$ cat config.mk
export PLATFORM = sky130hd
export DESIGN_NAME = bus_area_config_register
export DESIGN_NICKNAME = d
export VERILOG_FILES = /design/src/rtl/bus_cfg_pkg.sv /design/src/rtl/bus_area_config_register.sv /design/src/rtl/bit_sync.sv
export SDC_FILE = /design/constraint.sdc
export NUM_CORES = 1
export LEC_CHECK = 0
export ABC_AREA = 1
export ABC_CLOCK_PERIOD_IN_PS = 3200
export BUFFER_PORTS_ARGS = -buffer_cell sky130_fd_sc_hd__buf_2
export CORE_MARGIN = 3
export CORE_UTILIZATION = 40
export CTS_CLUSTER_SIZE = 8
export DETAILED_ROUTE_END_ITERATION = 16
export GPL_TIMING_DRIVEN = 0
export PLACE_DENSITY_LB_ADDON = 0.08
export REMOVE_ABC_BUFFERS = 1
export SKIP_LAST_GASP = 1
export SYNTH_ARGS = -nofsm -noshare
export SYNTH_HDL_FRONTEND = slang
export SYNTH_SLANG_ARGS = --single-unit
export TNS_END_PERCENT = 30
$ cat constraint.sdc
create_clock -name clk -period 3.2 [get_ports clk]
set_clock_uncertainty 0.1 [all_clocks]
set_input_delay 0.64 -clock clk [delete_from_list [all_inputs] [get_ports clk]]
set_output_delay 0.64 -clock clk [all_outputs]
set_load 0.02 [all_outputs]
$ cat src/rtl/bus_cfg_pkg.sv
// Purpose: constants for the bus area configuration register block
// Assumes: classic Wishbone slave, 32-bit data, one aligned word
// Notes: all layout and reset figures live here
// How it works
// - 32-bit read/write register, clears at power-on
// - manual reset and standby keep contents
// - bit 31 byte order from pin
// - bit 30 master/slave, pin inverted
// - bit 29 area 0 type, pin inverted
// - reserved bits read zero, written zero
// - bit 26 data pull-ups, off in access/release
// - bit 25 control input pull-ups
// - bit 24 output pull-ups while floating
// - bit 21 area 1 byte control, muxed wins
// - bit 20 area 4 byte control, muxed wins
// - bit 19 accept external requests, master only
// - bit 18 partial sharing, master startup only
// - bit 17 areas 1-6 muxed interface select
// - bit 15 standby drive, float when released
// - bits 13-11 area 0 burst length code
package bus_cfg_pkg;
  localparam logic [31:0] BUS_CONTROL_ONE_ADDR = 32'h0000_0000;
  localparam logic [31:0] BUS_CONTROL_ONE_RESET = 32'h0000_0000;
  localparam int BYTE_ORDER_BIT = 31;
  localparam int BUS_ROLE_BIT = 30;
  localparam int AREA0_MUXED_BIT = 29;
  localparam int DATA_PULLUP_BIT = 26;
  localparam int INPUT_PULLUP_BIT = 25;
  localparam int OUTPUT_PULLUP_BIT = 24;
  localparam int AREA1_BC_BIT = 21;
  localparam int AREA4_BC_BIT = 20;
  localparam int EXT_REQ_BIT = 19;
  localparam int PSHARE_BIT = 18;
  localparam int AREAS_MUX_BIT = 17;
  localparam int DMA_BURST_BIT = 16;
  localparam int STANDBY_ADDR_BIT = 15;
  localparam int STANDBY_STROBE_BIT = 14;
  localparam int AREA0_BURST_LSB = 11;
  localparam int AREA0_BURST_MSB = 13;
  // writable mask: bits 26..24, 21..17, 15..2, 0 (26 optional feature)
  localparam logic [31:0] WRITE_MASK_BASE = 32'h073E_FFFD;
  localparam logic [31:0] DMA_BURST_MASK = 32'h0001_0000;
  localparam logic [31:0] DATA_PULLUP_MASK = 32'h0400_0000;
  localparam logic [2:0] BURST_SRAM = 3'h0;
  localparam logic [2:0] BURST_4 = 3'h1;
  localparam logic [2:0] BURST_8 = 3'h2;
  localparam logic [2:0] BURST_16 = 3'h3;
  localparam logic [2:0] BURST_32 = 3'h4;
endpackage

$ cat src/rtl/bus_area_config_register.sv
// Purpose: bus area configuration register with Wishbone slave
// Assumes: nrst is the power-on reset; manual reset never reaches here
// Notes: decoded controls come out registered for the bus controller
//
// Decided for this implementation: the Wishbone slave port and the address map.
`timescale 1ns/1ps
`default_nettype none
module bus_area_config_register
  import bus_cfg_pkg::*;
#(
  parameter bit HAS_EXT_FEATURES = 1'b1
) (
  input wire logic clk,
  input wire logic nrst,
  input wire logic [31:0] wb_adr_i,
  input wire logic [31:0] wb_dat_i,
  input wire logic [3:0] wb_sel_i,
  input wire logic wb_we_i,
  input wire logic wb_cyc_i,
  input wire logic wb_stb_i,
  output logic [31:0] wb_dat_o,
  output logic wb_ack_o,
  output logic wb_err_o,
  input wire logic byte_order_pin,
  input wire logic bus_role_pin,
  input wire logic area0_type_pin,
  input wire logic bus_access_active,
  input wire logic bus_released,
  input wire logic standby_mode,
  output logic little_endian,
  output logic slave_mode,
  output logic area0_muxed_type,
  output logic data_pullup_en,
  output logic input_pullup_en,
  output logic output_pullup_en,
  output logic area1_byte_ctrl,
  output logic area4_byte_ctrl,
  output logic ext_request_accept,
  output logic partial_share_mode,
  output logic areas_muxed_select,
  output logic addr_strobe_drive_en,
  output logic [5:0] area0_burst_count,
  output logic area0_burst_rom
);
  // ----------------------------------------------------------------
  // pin capture
  // ----------------------------------------------------------------
  logic order_s, role_s, type_s;
  bit_sync u_sync_order (.clk(clk), .nrst(nrst), .pin(byte_order_pin),
    .sync(order_s));
  bit_sync u_sync_role (.clk(clk), .nrst(nrst), .pin(bus_role_pin),
    .sync(role_s));
  bit_sync u_sync_type (.clk(clk), .nrst(nrst), .pin(area0_type_pin),
    .sync(type_s));

  // pins are taken after the synchroniser has filled, then frozen
  typedef enum logic [3:0] {
    CAP_FILL1 = 4'b0001,
    CAP_FILL2 = 4'b0010,
    CAP_TAKE = 4'b0100,
    CAP_HOLD = 4'b1000
  } capture_state_t;
  capture_state_t cap_q, cap_d;
  logic order_q, role_q, type_q;
  always_comb begin
    case (cap_q)
      CAP_FILL1: cap_d = CAP_FILL2;
      CAP_FILL2: cap_d = CAP_TAKE;
      CAP_TAKE: cap_d = CAP_HOLD;
      CAP_HOLD: cap_d = CAP_HOLD;
      default: cap_d = CAP_FILL1;
    endcase
  end
  always_ff @(posedge clk) begin
    if (!nrst) begin
      cap_q <= CAP_FILL1;
    end else begin
      cap_q <= cap_d;
    end
  end

  // one sample only: later pin motion must not reach the stored modes
  wire take_pins = (cap_q == CAP_TAKE);
  wire order_d = order_s;
  wire role_d = ~role_s;
  wire type_d = ~type_s;
  always_ff @(posedge clk) begin
    if (!nrst) begin
      order_q <= 1'b0;
    end else if (take_pins) begin
      order_q <= order_d;
    end
  end
  always_ff @(posedge clk) begin
    if (!nrst) begin
      role_q <= 1'b0;
    end else if (take_pins) begin
      role_q <= role_d;
    end
  end
  always_ff @(posedge clk) begin
    if (!nrst) begin
      type_q <= 1'b0;
    end else if (take_pins) begin
      type_q <= type_d;
    end
  end

  // ----------------------------------------------------------------
  // register store
  // ----------------------------------------------------------------
  logic [31:0] cfg_q, cfg_d;
  wire [31:0] wr_mask = WRITE_MASK_BASE
    & ~(HAS_EXT_FEATURES ? 32'h0000_0000 : DATA_PULLUP_MASK);
  wire [31:0] byte_mask = {{8{wb_sel_i[3]}}, {8{wb_sel_i[2]}},
    {8{wb_sel_i[1]}}, {8{wb_sel_i[0]}}};
  wire addr_hit = (wb_adr_i[31:2] == BUS_CONTROL_ONE_ADDR[31:2]);
  wire req = wb_cyc_i && wb_stb_i && !wb_ack_o && !wb_err_o;
  wire wr_hit = req && wb_we_i && addr_hit;
  wire [31:0] upd_mask = wr_mask & byte_mask;
  assign cfg_d = (cfg_q & ~upd_mask) | (wb_dat_i & upd_mask);

  // only power-on reset clears it; no manual reset or standby path
  always_ff @(posedge clk) begin
    if (!nrst) begin
      cfg_q <= BUS_CONTROL_ONE_RESET;
    end else if (wr_hit) begin
      cfg_q <= cfg_d;
    end
  end

  // ----------------------------------------------------------------
  // read path and bus answer
  // ----------------------------------------------------------------
  logic [31:0] rd_word;
  always_comb begin
    rd_word = cfg_q & wr_mask;
    rd_word[BYTE_ORDER_BIT] = order_q;
    rd_word[BUS_ROLE_BIT] = role_q;
    rd_word[AREA0_MUXED_BIT] = type_q;
  end

  wire ack_d = req && addr_hit;
  wire err_d = req && !addr_hit;
  // data is zero outside an answered read, so stale words never leak
  wire [31:0] dat_d = (req && addr_hit && !wb_we_i) ? rd_word
    : 32'h0000_0000;
  always_ff @(posedge clk) begin
    if (!nrst) begin
      wb_ack_o <= 1'b0;
    end else begin
      wb_ack_o <= ack_d;
    end
  end
  always_ff @(posedge clk) begin
    if (!nrst) begin
      wb_err_o <= 1'b0;
    end else begin
      wb_err_o <= err_d;
    end
  end
  always_ff @(posedge clk) begin
    if (!nrst) begin
      wb_dat_o <= 32'h0000_0000;
    end else begin
      wb_dat_o <= dat_d;
    end
  end

  // ----------------------------------------------------------------
  // decoded controls
  // ----------------------------------------------------------------
  wire muxed_all = cfg_q[AREAS_MUX_BIT];
  wire [2:0] burst_code = cfg_q[AREA0_BURST_MSB:AREA0_BURST_LSB];
  logic [5:0] burst_len;
  always_comb begin
    case (burst_code)
      BURST_4: burst_len = 6'h04;
      BURST_8: burst_len = 6'h08;
      BURST_16: burst_len = 6'h10;
      BURST_32: burst_len = 6'h20;
      default: burst_len = 6'h00;
    endcase
  end

  wire little_endian_d = order_q;
  wire slave_mode_d = role_q;
  wire area0_muxed_d = type_q;
  // data pull-ups never fight a driver: off during access and bus release
  wire data_pullup_d = HAS_EXT_FEATURES && !cfg_q[DATA_PULLUP_BIT]
    && !bus_access_active && !bus_released;
  wire input_pullup_d = !cfg_q[INPUT_PULLUP_BIT];
  wire output_pullup_d = !cfg_q[OUTPUT_PULLUP_BIT];
  wire area1_bc_d = cfg_q[AREA1_BC_BIT] && !muxed_all;
  wire area4_bc_d = cfg_q[AREA4_BC_BIT] && !muxed_all;
  wire ext_accept_d = cfg_q[EXT_REQ_BIT] && !role_q;
  wire pshare_d = cfg_q[PSHARE_BIT] && !role_q;
  wire muxed_sel_d = muxed_all;
  wire drive_en_d = !bus_released
    && (!standby_mode || cfg_q[STANDBY_ADDR_BIT]);
  wire [5:0] burst_count_d = type_q ? 6'h00 : burst_len;
  wire burst_rom_d = !type_q && (burst_len != 6'h00);

  // each control leaves from its own flop, so the controller sees no glitch
  always_ff @(posedge clk) begin
    if (!nrst) begin
      little_endian <= 1'b0;
    end else begin
      little_endian <= little_endian_d;
    end
  end
  always_ff @(posedge clk) begin
    if (!nrst) begin
      slave_mode <= 1'b0;
    end else begin
      slave_mode <= slave_mode_d;
    end
  end
  always_ff @(posedge clk) begin
    if (!nrst) begin
      area0_muxed_type <= 1'b0;
    end else begin
      area0_muxed_type <= area0_muxed_d;
    end
  end

  always_ff @(posedge clk) begin
    if (!nrst) begin
      data_pullup_en <= 1'b0;
    end else begin
      data_pullup_en <= data_pullup_d;
    end
  end
  always_ff @(posedge clk) begin
    if (!nrst) begin
      input_pullup_en <= 1'b0;
    end else begin
      input_pullup_en <= input_pullup_d;
    end
  end
  always_ff @(posedge clk) begin
    if (!nrst) begin
      output_pullup_en <= 1'b0;
    end else begin
      output_pullup_en <= output_pullup_d;
    end
  end

  always_ff @(posedge clk) begin
    if (!nrst) begin
      area1_byte_ctrl <= 1'b0;
    end else begin
      area1_byte_ctrl <= area1_bc_d;
    end
  end
  always_ff @(posedge clk) begin
    if (!nrst) begin
      area4_byte_ctrl <= 1'b0;
    end else begin
      area4_byte_ctrl <= area4_bc_d;
    end
  end
  always_ff @(posedge clk) begin
    if (!nrst) begin
      ext_request_accept <= 1'b0;
    end else begin
      ext_request_accept <= ext_accept_d;
    end
  end
  always_ff @(posedge clk) begin
    if (!nrst) begin
      partial_share_mode <= 1'b0;
    end else begin
      partial_share_mode <= pshare_d;
    end
  end
  always_ff @(posedge clk) begin
    if (!nrst) begin
      areas_muxed_select <= 1'b0;
    end else begin
      areas_muxed_select <= muxed_sel_d;
    end
  end

  always_ff @(posedge clk) begin
    if (!nrst) begin
      addr_strobe_drive_en <= 1'b0;
    end else begin
      addr_strobe_drive_en <= drive_en_d;
    end
  end
  always_ff @(posedge clk) begin
    if (!nrst) begin
      area0_burst_count <= 6'h00;
    end else begin
      area0_burst_count <= burst_count_d;
    end
  end
  always_ff @(posedge clk) begin
    if (!nrst) begin
      area0_burst_rom <= 1'b0;
    end else begin
      area0_burst_rom <= burst_rom_d;
    end
  end
endmodule
`default_nettype wire

$ cat src/rtl/bit_sync.sv
// Purpose: two-flop synchroniser for one pin
// Assumes: pin is asynchronous to clk
// Notes: first flop feeds only the second
`timescale 1ns/1ps
`default_nettype none
module bit_sync (
  input wire logic clk,
  input wire logic nrst,
  input wire logic pin,
  output logic sync
);
  logic meta_q;
  always_ff @(posedge clk) begin
    if (!nrst) begin
      meta_q <= 1'b0;
      sync <= 1'b0;
    end else begin
      meta_q <= pin;
      sync <= meta_q;
    end
  end
endmodule
`default_nettype wire

Word level (Yosys, flattened, before mapping)
Index checks and enable logic that the tools add are counted.

Multiplexer cells: 2. Reduce and logical (&&, ||, !) cells: 35. Bitwise logic cells: 7. Equal/unequal tests: 8.

Operators with widths (number): $and 32x27->32 (1); $and 32x32->32 (1); $not 27->32 (1); $or 32x32->32 (1); $logic_not 30->1 (1); $pmux 6 s4 (1); $logic_and 1x1->1 (16); $logic_not 1->1 (13); $pmux 4 s3 (1); $eq 3x2->1 const B (2); $reduce_bool 6->1 (1); $eq 4x1->1 const B (1); $eq 4x2->1 const B (1); $eq 4x3->1 const B (1); $eq 4x4->1 const B (1); $reduce_or 2->1 (2); $eq 3x1->1 const B (1); $eq 3x3->1 const B (1); $not 1->1 (3); $reduce_and 2->1 (1); $logic_or 1x1->1 (1).

Register bits after elaboration: 98. Input port bits: 79.

Logic depth before layout (Yosys ltp)
Word-level depth: 6. Depth in mapped cells: 9.

Hierarchy
From an unflattened synthesis, not the netlist that was laid out.

Cells, all modules: 392. Area total of the unflattened synthesis: 3035.4 um2.

By module, submodules not included: bus_area_config_register (area an instance 2870.3 um2, times used 1, cells an instance 374); bit_sync (area an instance 55.1 um2, times used 3, cells an instance 6).

Worst setup path before layout
No wires, ideal clock.

Kind: input port to flip-flop. Start: in wb_adr_i[3]. End: reg with a tool-made name. Path buffers: 1. Setup slack: 1369 ps. Stages on the path: 8. Arrival: 1621 ps. Library setup time: 110 ps. Path through: or2_1 -> nor2_2 -> nand2_2 -> nor2_8 -> buf_6 -> nand4_1 -> nand2_1 -> nor2_1.

RTL lines: start, declared (RTL line bus_area_config_register.sv:15) `input wire logic [31:0] wb_adr_i,`.

Worst setup path after layout
Start: in nrst. End: reg wb_dat_o[4].

Longest elaborated chain between the ends: 1.

RTL lines: start, declared (RTL line bus_area_config_register.sv:14) `input wire logic nrst,`; $reduce_and 2->1 (no source line); end signal, assigned (RTL line bus_area_config_register.sv:166) `wb_dat_o <= dat_d;`; end, declared (RTL line bus_area_config_register.sv:21) `output logic [31:0] wb_dat_o,`.

Every way passes these cells. A chain may end at the register's enable or synchronous reset.

==> results.py <==
metrics = {
    "run_status": {
        "status": "finished, final reports clean",
    },
    "worst_setup_path": {
        "startpoint_type": "input pin",
        "critical_path_class": "input pin to flop",
        "path_max_fanout": 39,
        "ff2ff_path_depth": 7,
        "worstPathRequired_ns": 3.36,
        "worstPathArrival_ns": 2.49,
        "end_kind": "flop",
    },
    "timing": {
        "drv_slew": 0,
        "timing.fmax_mhz": 429,
        "setup_tns_ns": 0,
        "grt_setup_unrepaired": "no",
        "tightest_slew_ns": 0.772,
        "min_period_ns": 2.33,
        "fin_crit_sh": 0.728,
        "fin_ws_ns": 0.869,
        "hold_viol_final": 0,
        "maxSlewHeadroom": 0.485,
        "setup_viol": 0,
    },
    "min_path": {
        "hold-path-cell-count": 1,
        "min_path_type": "flop to flop",
    },
    "drt": {
        "drtIter0Drc": 29,
        "detail-route-antenna-nets": 0,
        "vias": 2515,
        "route.detailed.drc": 0,
        "wl_per_cell_um": 10.4,
        "routed_wl_um": 6260,
        "viasPerCell": 4.16,
        "first_pass_iters": 4,
    },
    "clock_tree": {
        "clk_latency_ns": 0.34,
        "cts_resized": 0,
        "cts_tree": "done",
        "cts.sinks": 81,
        "clk_pin_slew_ns": 0.07,
        "h-tree-depth": 3,
        "cts-root-buf": "clkbuf_8",
        "clockBufferDepth": 2,
        "postCtsSetupRepairBufs": 0,
        "cts_inserted_buffers": 9,
        "hold_buffers": 0,
    },
    "layout": {
        "fin_util": 0.520,
        "drive_gt1_frac": 0.273,
        "antennaDiodeCount": 0,
        "area_delta_synth_final_pct": 24.9,
        "final_cells": 604,
        "layout.nets": 581,
        "nFillCells": 785,
    },
    "yosys": {
        "yosysTopAreaCell": "dfxtp_1",
        "synth_seq_cells": 81,
        "synth_edf_count": 0,
        "synth.distinct_cells": 26,
        "netlist_area_um2": 3030,
        "yosys_warnings": 0,
        "yosys_most_used_dff": "dfxtp_1",
        "ys_seq_area_frac": 0.534,
        "synth_common_cells": "inv_1 (88), dfxtp_1 (81), nor2_1 (74)",
        "synthCells": 392,
        "yosysMostFrequentCell": "inv_1",
        "synthArstFlopShare": 0,
        "synth_top_area_frac": 0.534,
        "syn_avg_cell_area_um2": 7.74,
        "yosys-top-cells-area": "dfxtp_1 (53%), inv_1 (11%), nor2_1 (9.2%), nand2_1 (8.2%), nand4_1 (4.7%)",
    },
    "placement": {
        "dp_hpwl_um": 4370,
        "numPortBuffers": 112,
        "place_inst": 590,
        "place_ws_ns": 0.485,
        "gp_congestion": 0.743,
    },
    "floorplanning": {
        "coreArea_um2": 7290,
        "placementRows": 31,
        "start_util": 0.416,
        "die_w_um": 93.1,
        "io_pins": 132,
        "die_h_um": 93.1,
        "dieArea_um2": 8670,
    },
    "run": {
        "drv_cap": 0,
    },
    "global_route": {
        "grt_pass1_vias": 2276,
        "antenna_found_initial": 0,
        "grtUsageTotal": 0.148,
        "grt_overflow_total": 0,
        "grt_pass1_wl_um": 10000,
        "grt_max_degree": 40,
    },
    "power_and_ir_drop": {
        "p_leak_nw": 2.02,
        "vdd_ir_drop_max_mv": 0.149,
        "power_density_nw_per_um2": 489,
    },
}
==> worst paths after layout <==
path                          from  slack, ns       endpoint
setup / recovery              nrst       0.87    wb_dat_o[4]
hold reg to reg   u_sync_type.sync       0.30  area0_muxed_d
setup reg to reg          wb_ack_o       1.43           flop
hold / removal    u_sync_type.sync       0.30  area0_muxed_d
==> report_power, final <==
part | internal (mW) | leakage (nW) | total (mW) | switching (mW)
Combinational | 0.0481 | 1.27 | 0.119 | 0.0705
Sequential | 1.02 | 0.655 | 1.03 | 0.00658
Clock | 0.372 | 0.0913 | 0.704 | 0.332
Total | 1.44 | 2.02 | 1.85 | 0.409
==> cell families (layout without fill, tap and decap cells) <==
kind of cell / Yosys count / in the layout / synth area share
simple gates: 191 / 191 / 0.292
flops: 81 / 81 / 0.534
other cells: 1 / 8 / 0.00124
buf+inv: 109 / 215 / 0.155
compound gates: 10 / 10 / 0.0165
==> final cells by class <==
type | instances | area, um^2 | area share
clock buffer | 11 | 141 | 0.0373
clock inverter | 3 | 42.5 | 0.0112
sequential | 81 | 1620 | 0.428
tap | 99 | 124 | 0.0327
multi-input combinational | 209 | 967 | 0.255
timing repair buffer | 112 | 561 | 0.148
inverter | 89 | 334 | 0.0881
==> worst max-delay path, cell delays in order <==
cell and delay [ns]:
buf_2 0.59, inv_2 0.26, nor2_1 0.15, inv_1 0.08
nor3_4 0.20, nand2_2 0.35, nor2_1 0.20
==> layout by cell type (no fill, tap or decap) <==
| cell | n |
|---|---|
| nor3_4 | 1 |
| o21ai_0 | 4 |
| nor2_2 | 1 |
| inv_2 | 1 |
| nor4_1 | 2 |
| a21oi_1 | 6 |
| dfxtp_1 | 81 |
| buf_2 | 112 |
| bufinv_16 | 1 |
| nand3_2 | 2 |
| or2_1 | 1 |
| inv_1 | 88 |
| nand2_1 | 66 |
| nand2_2 | 3 |
| nand3_4 | 2 |
| nor2_8 | 1 |
| clkinv_2 | 1 |
| clkbuf_8 | 10 |
| nor2_1 | 74 |
| clkinvlp_4 | 1 |
| or2_2 | 1 |
| nand4_1 | 23 |
| clkbuf_1 | 1 |
| nand3_1 | 5 |
| conb_1 | 8 |
| nor3_1 | 8 |
| nor2_4 | 1 |
==> metal layers <==
layer / GRT usage / wire length, um / vias up
li1: - / - / 1363
met1: 0.175 / 2780 / 1058
met2: 0.244 / 2880 / 84
met3: 0.0442 / 475 / 10
met4: 0.0757 / 123 / 0
met5: 0 / 0 / -
==> stage by stage <==
| stage | power, mW | hold slack, ns | cell area, um^2 |
|---|---|---|---|
| global route | 1.93 | 0.318 | 3790 |
| detailed placement | 1.17 | 0.296 | 3610 |
| finish | 1.85 | 0.304 | 3790 |
| floorplan | 1.11 | 0.282 | 2920 |
| global placement | 1.17 | 0.289 | 3610 |
| CTS | 1.87 | 0.308 | 3790 |
(Power assumes the default switching activity.)
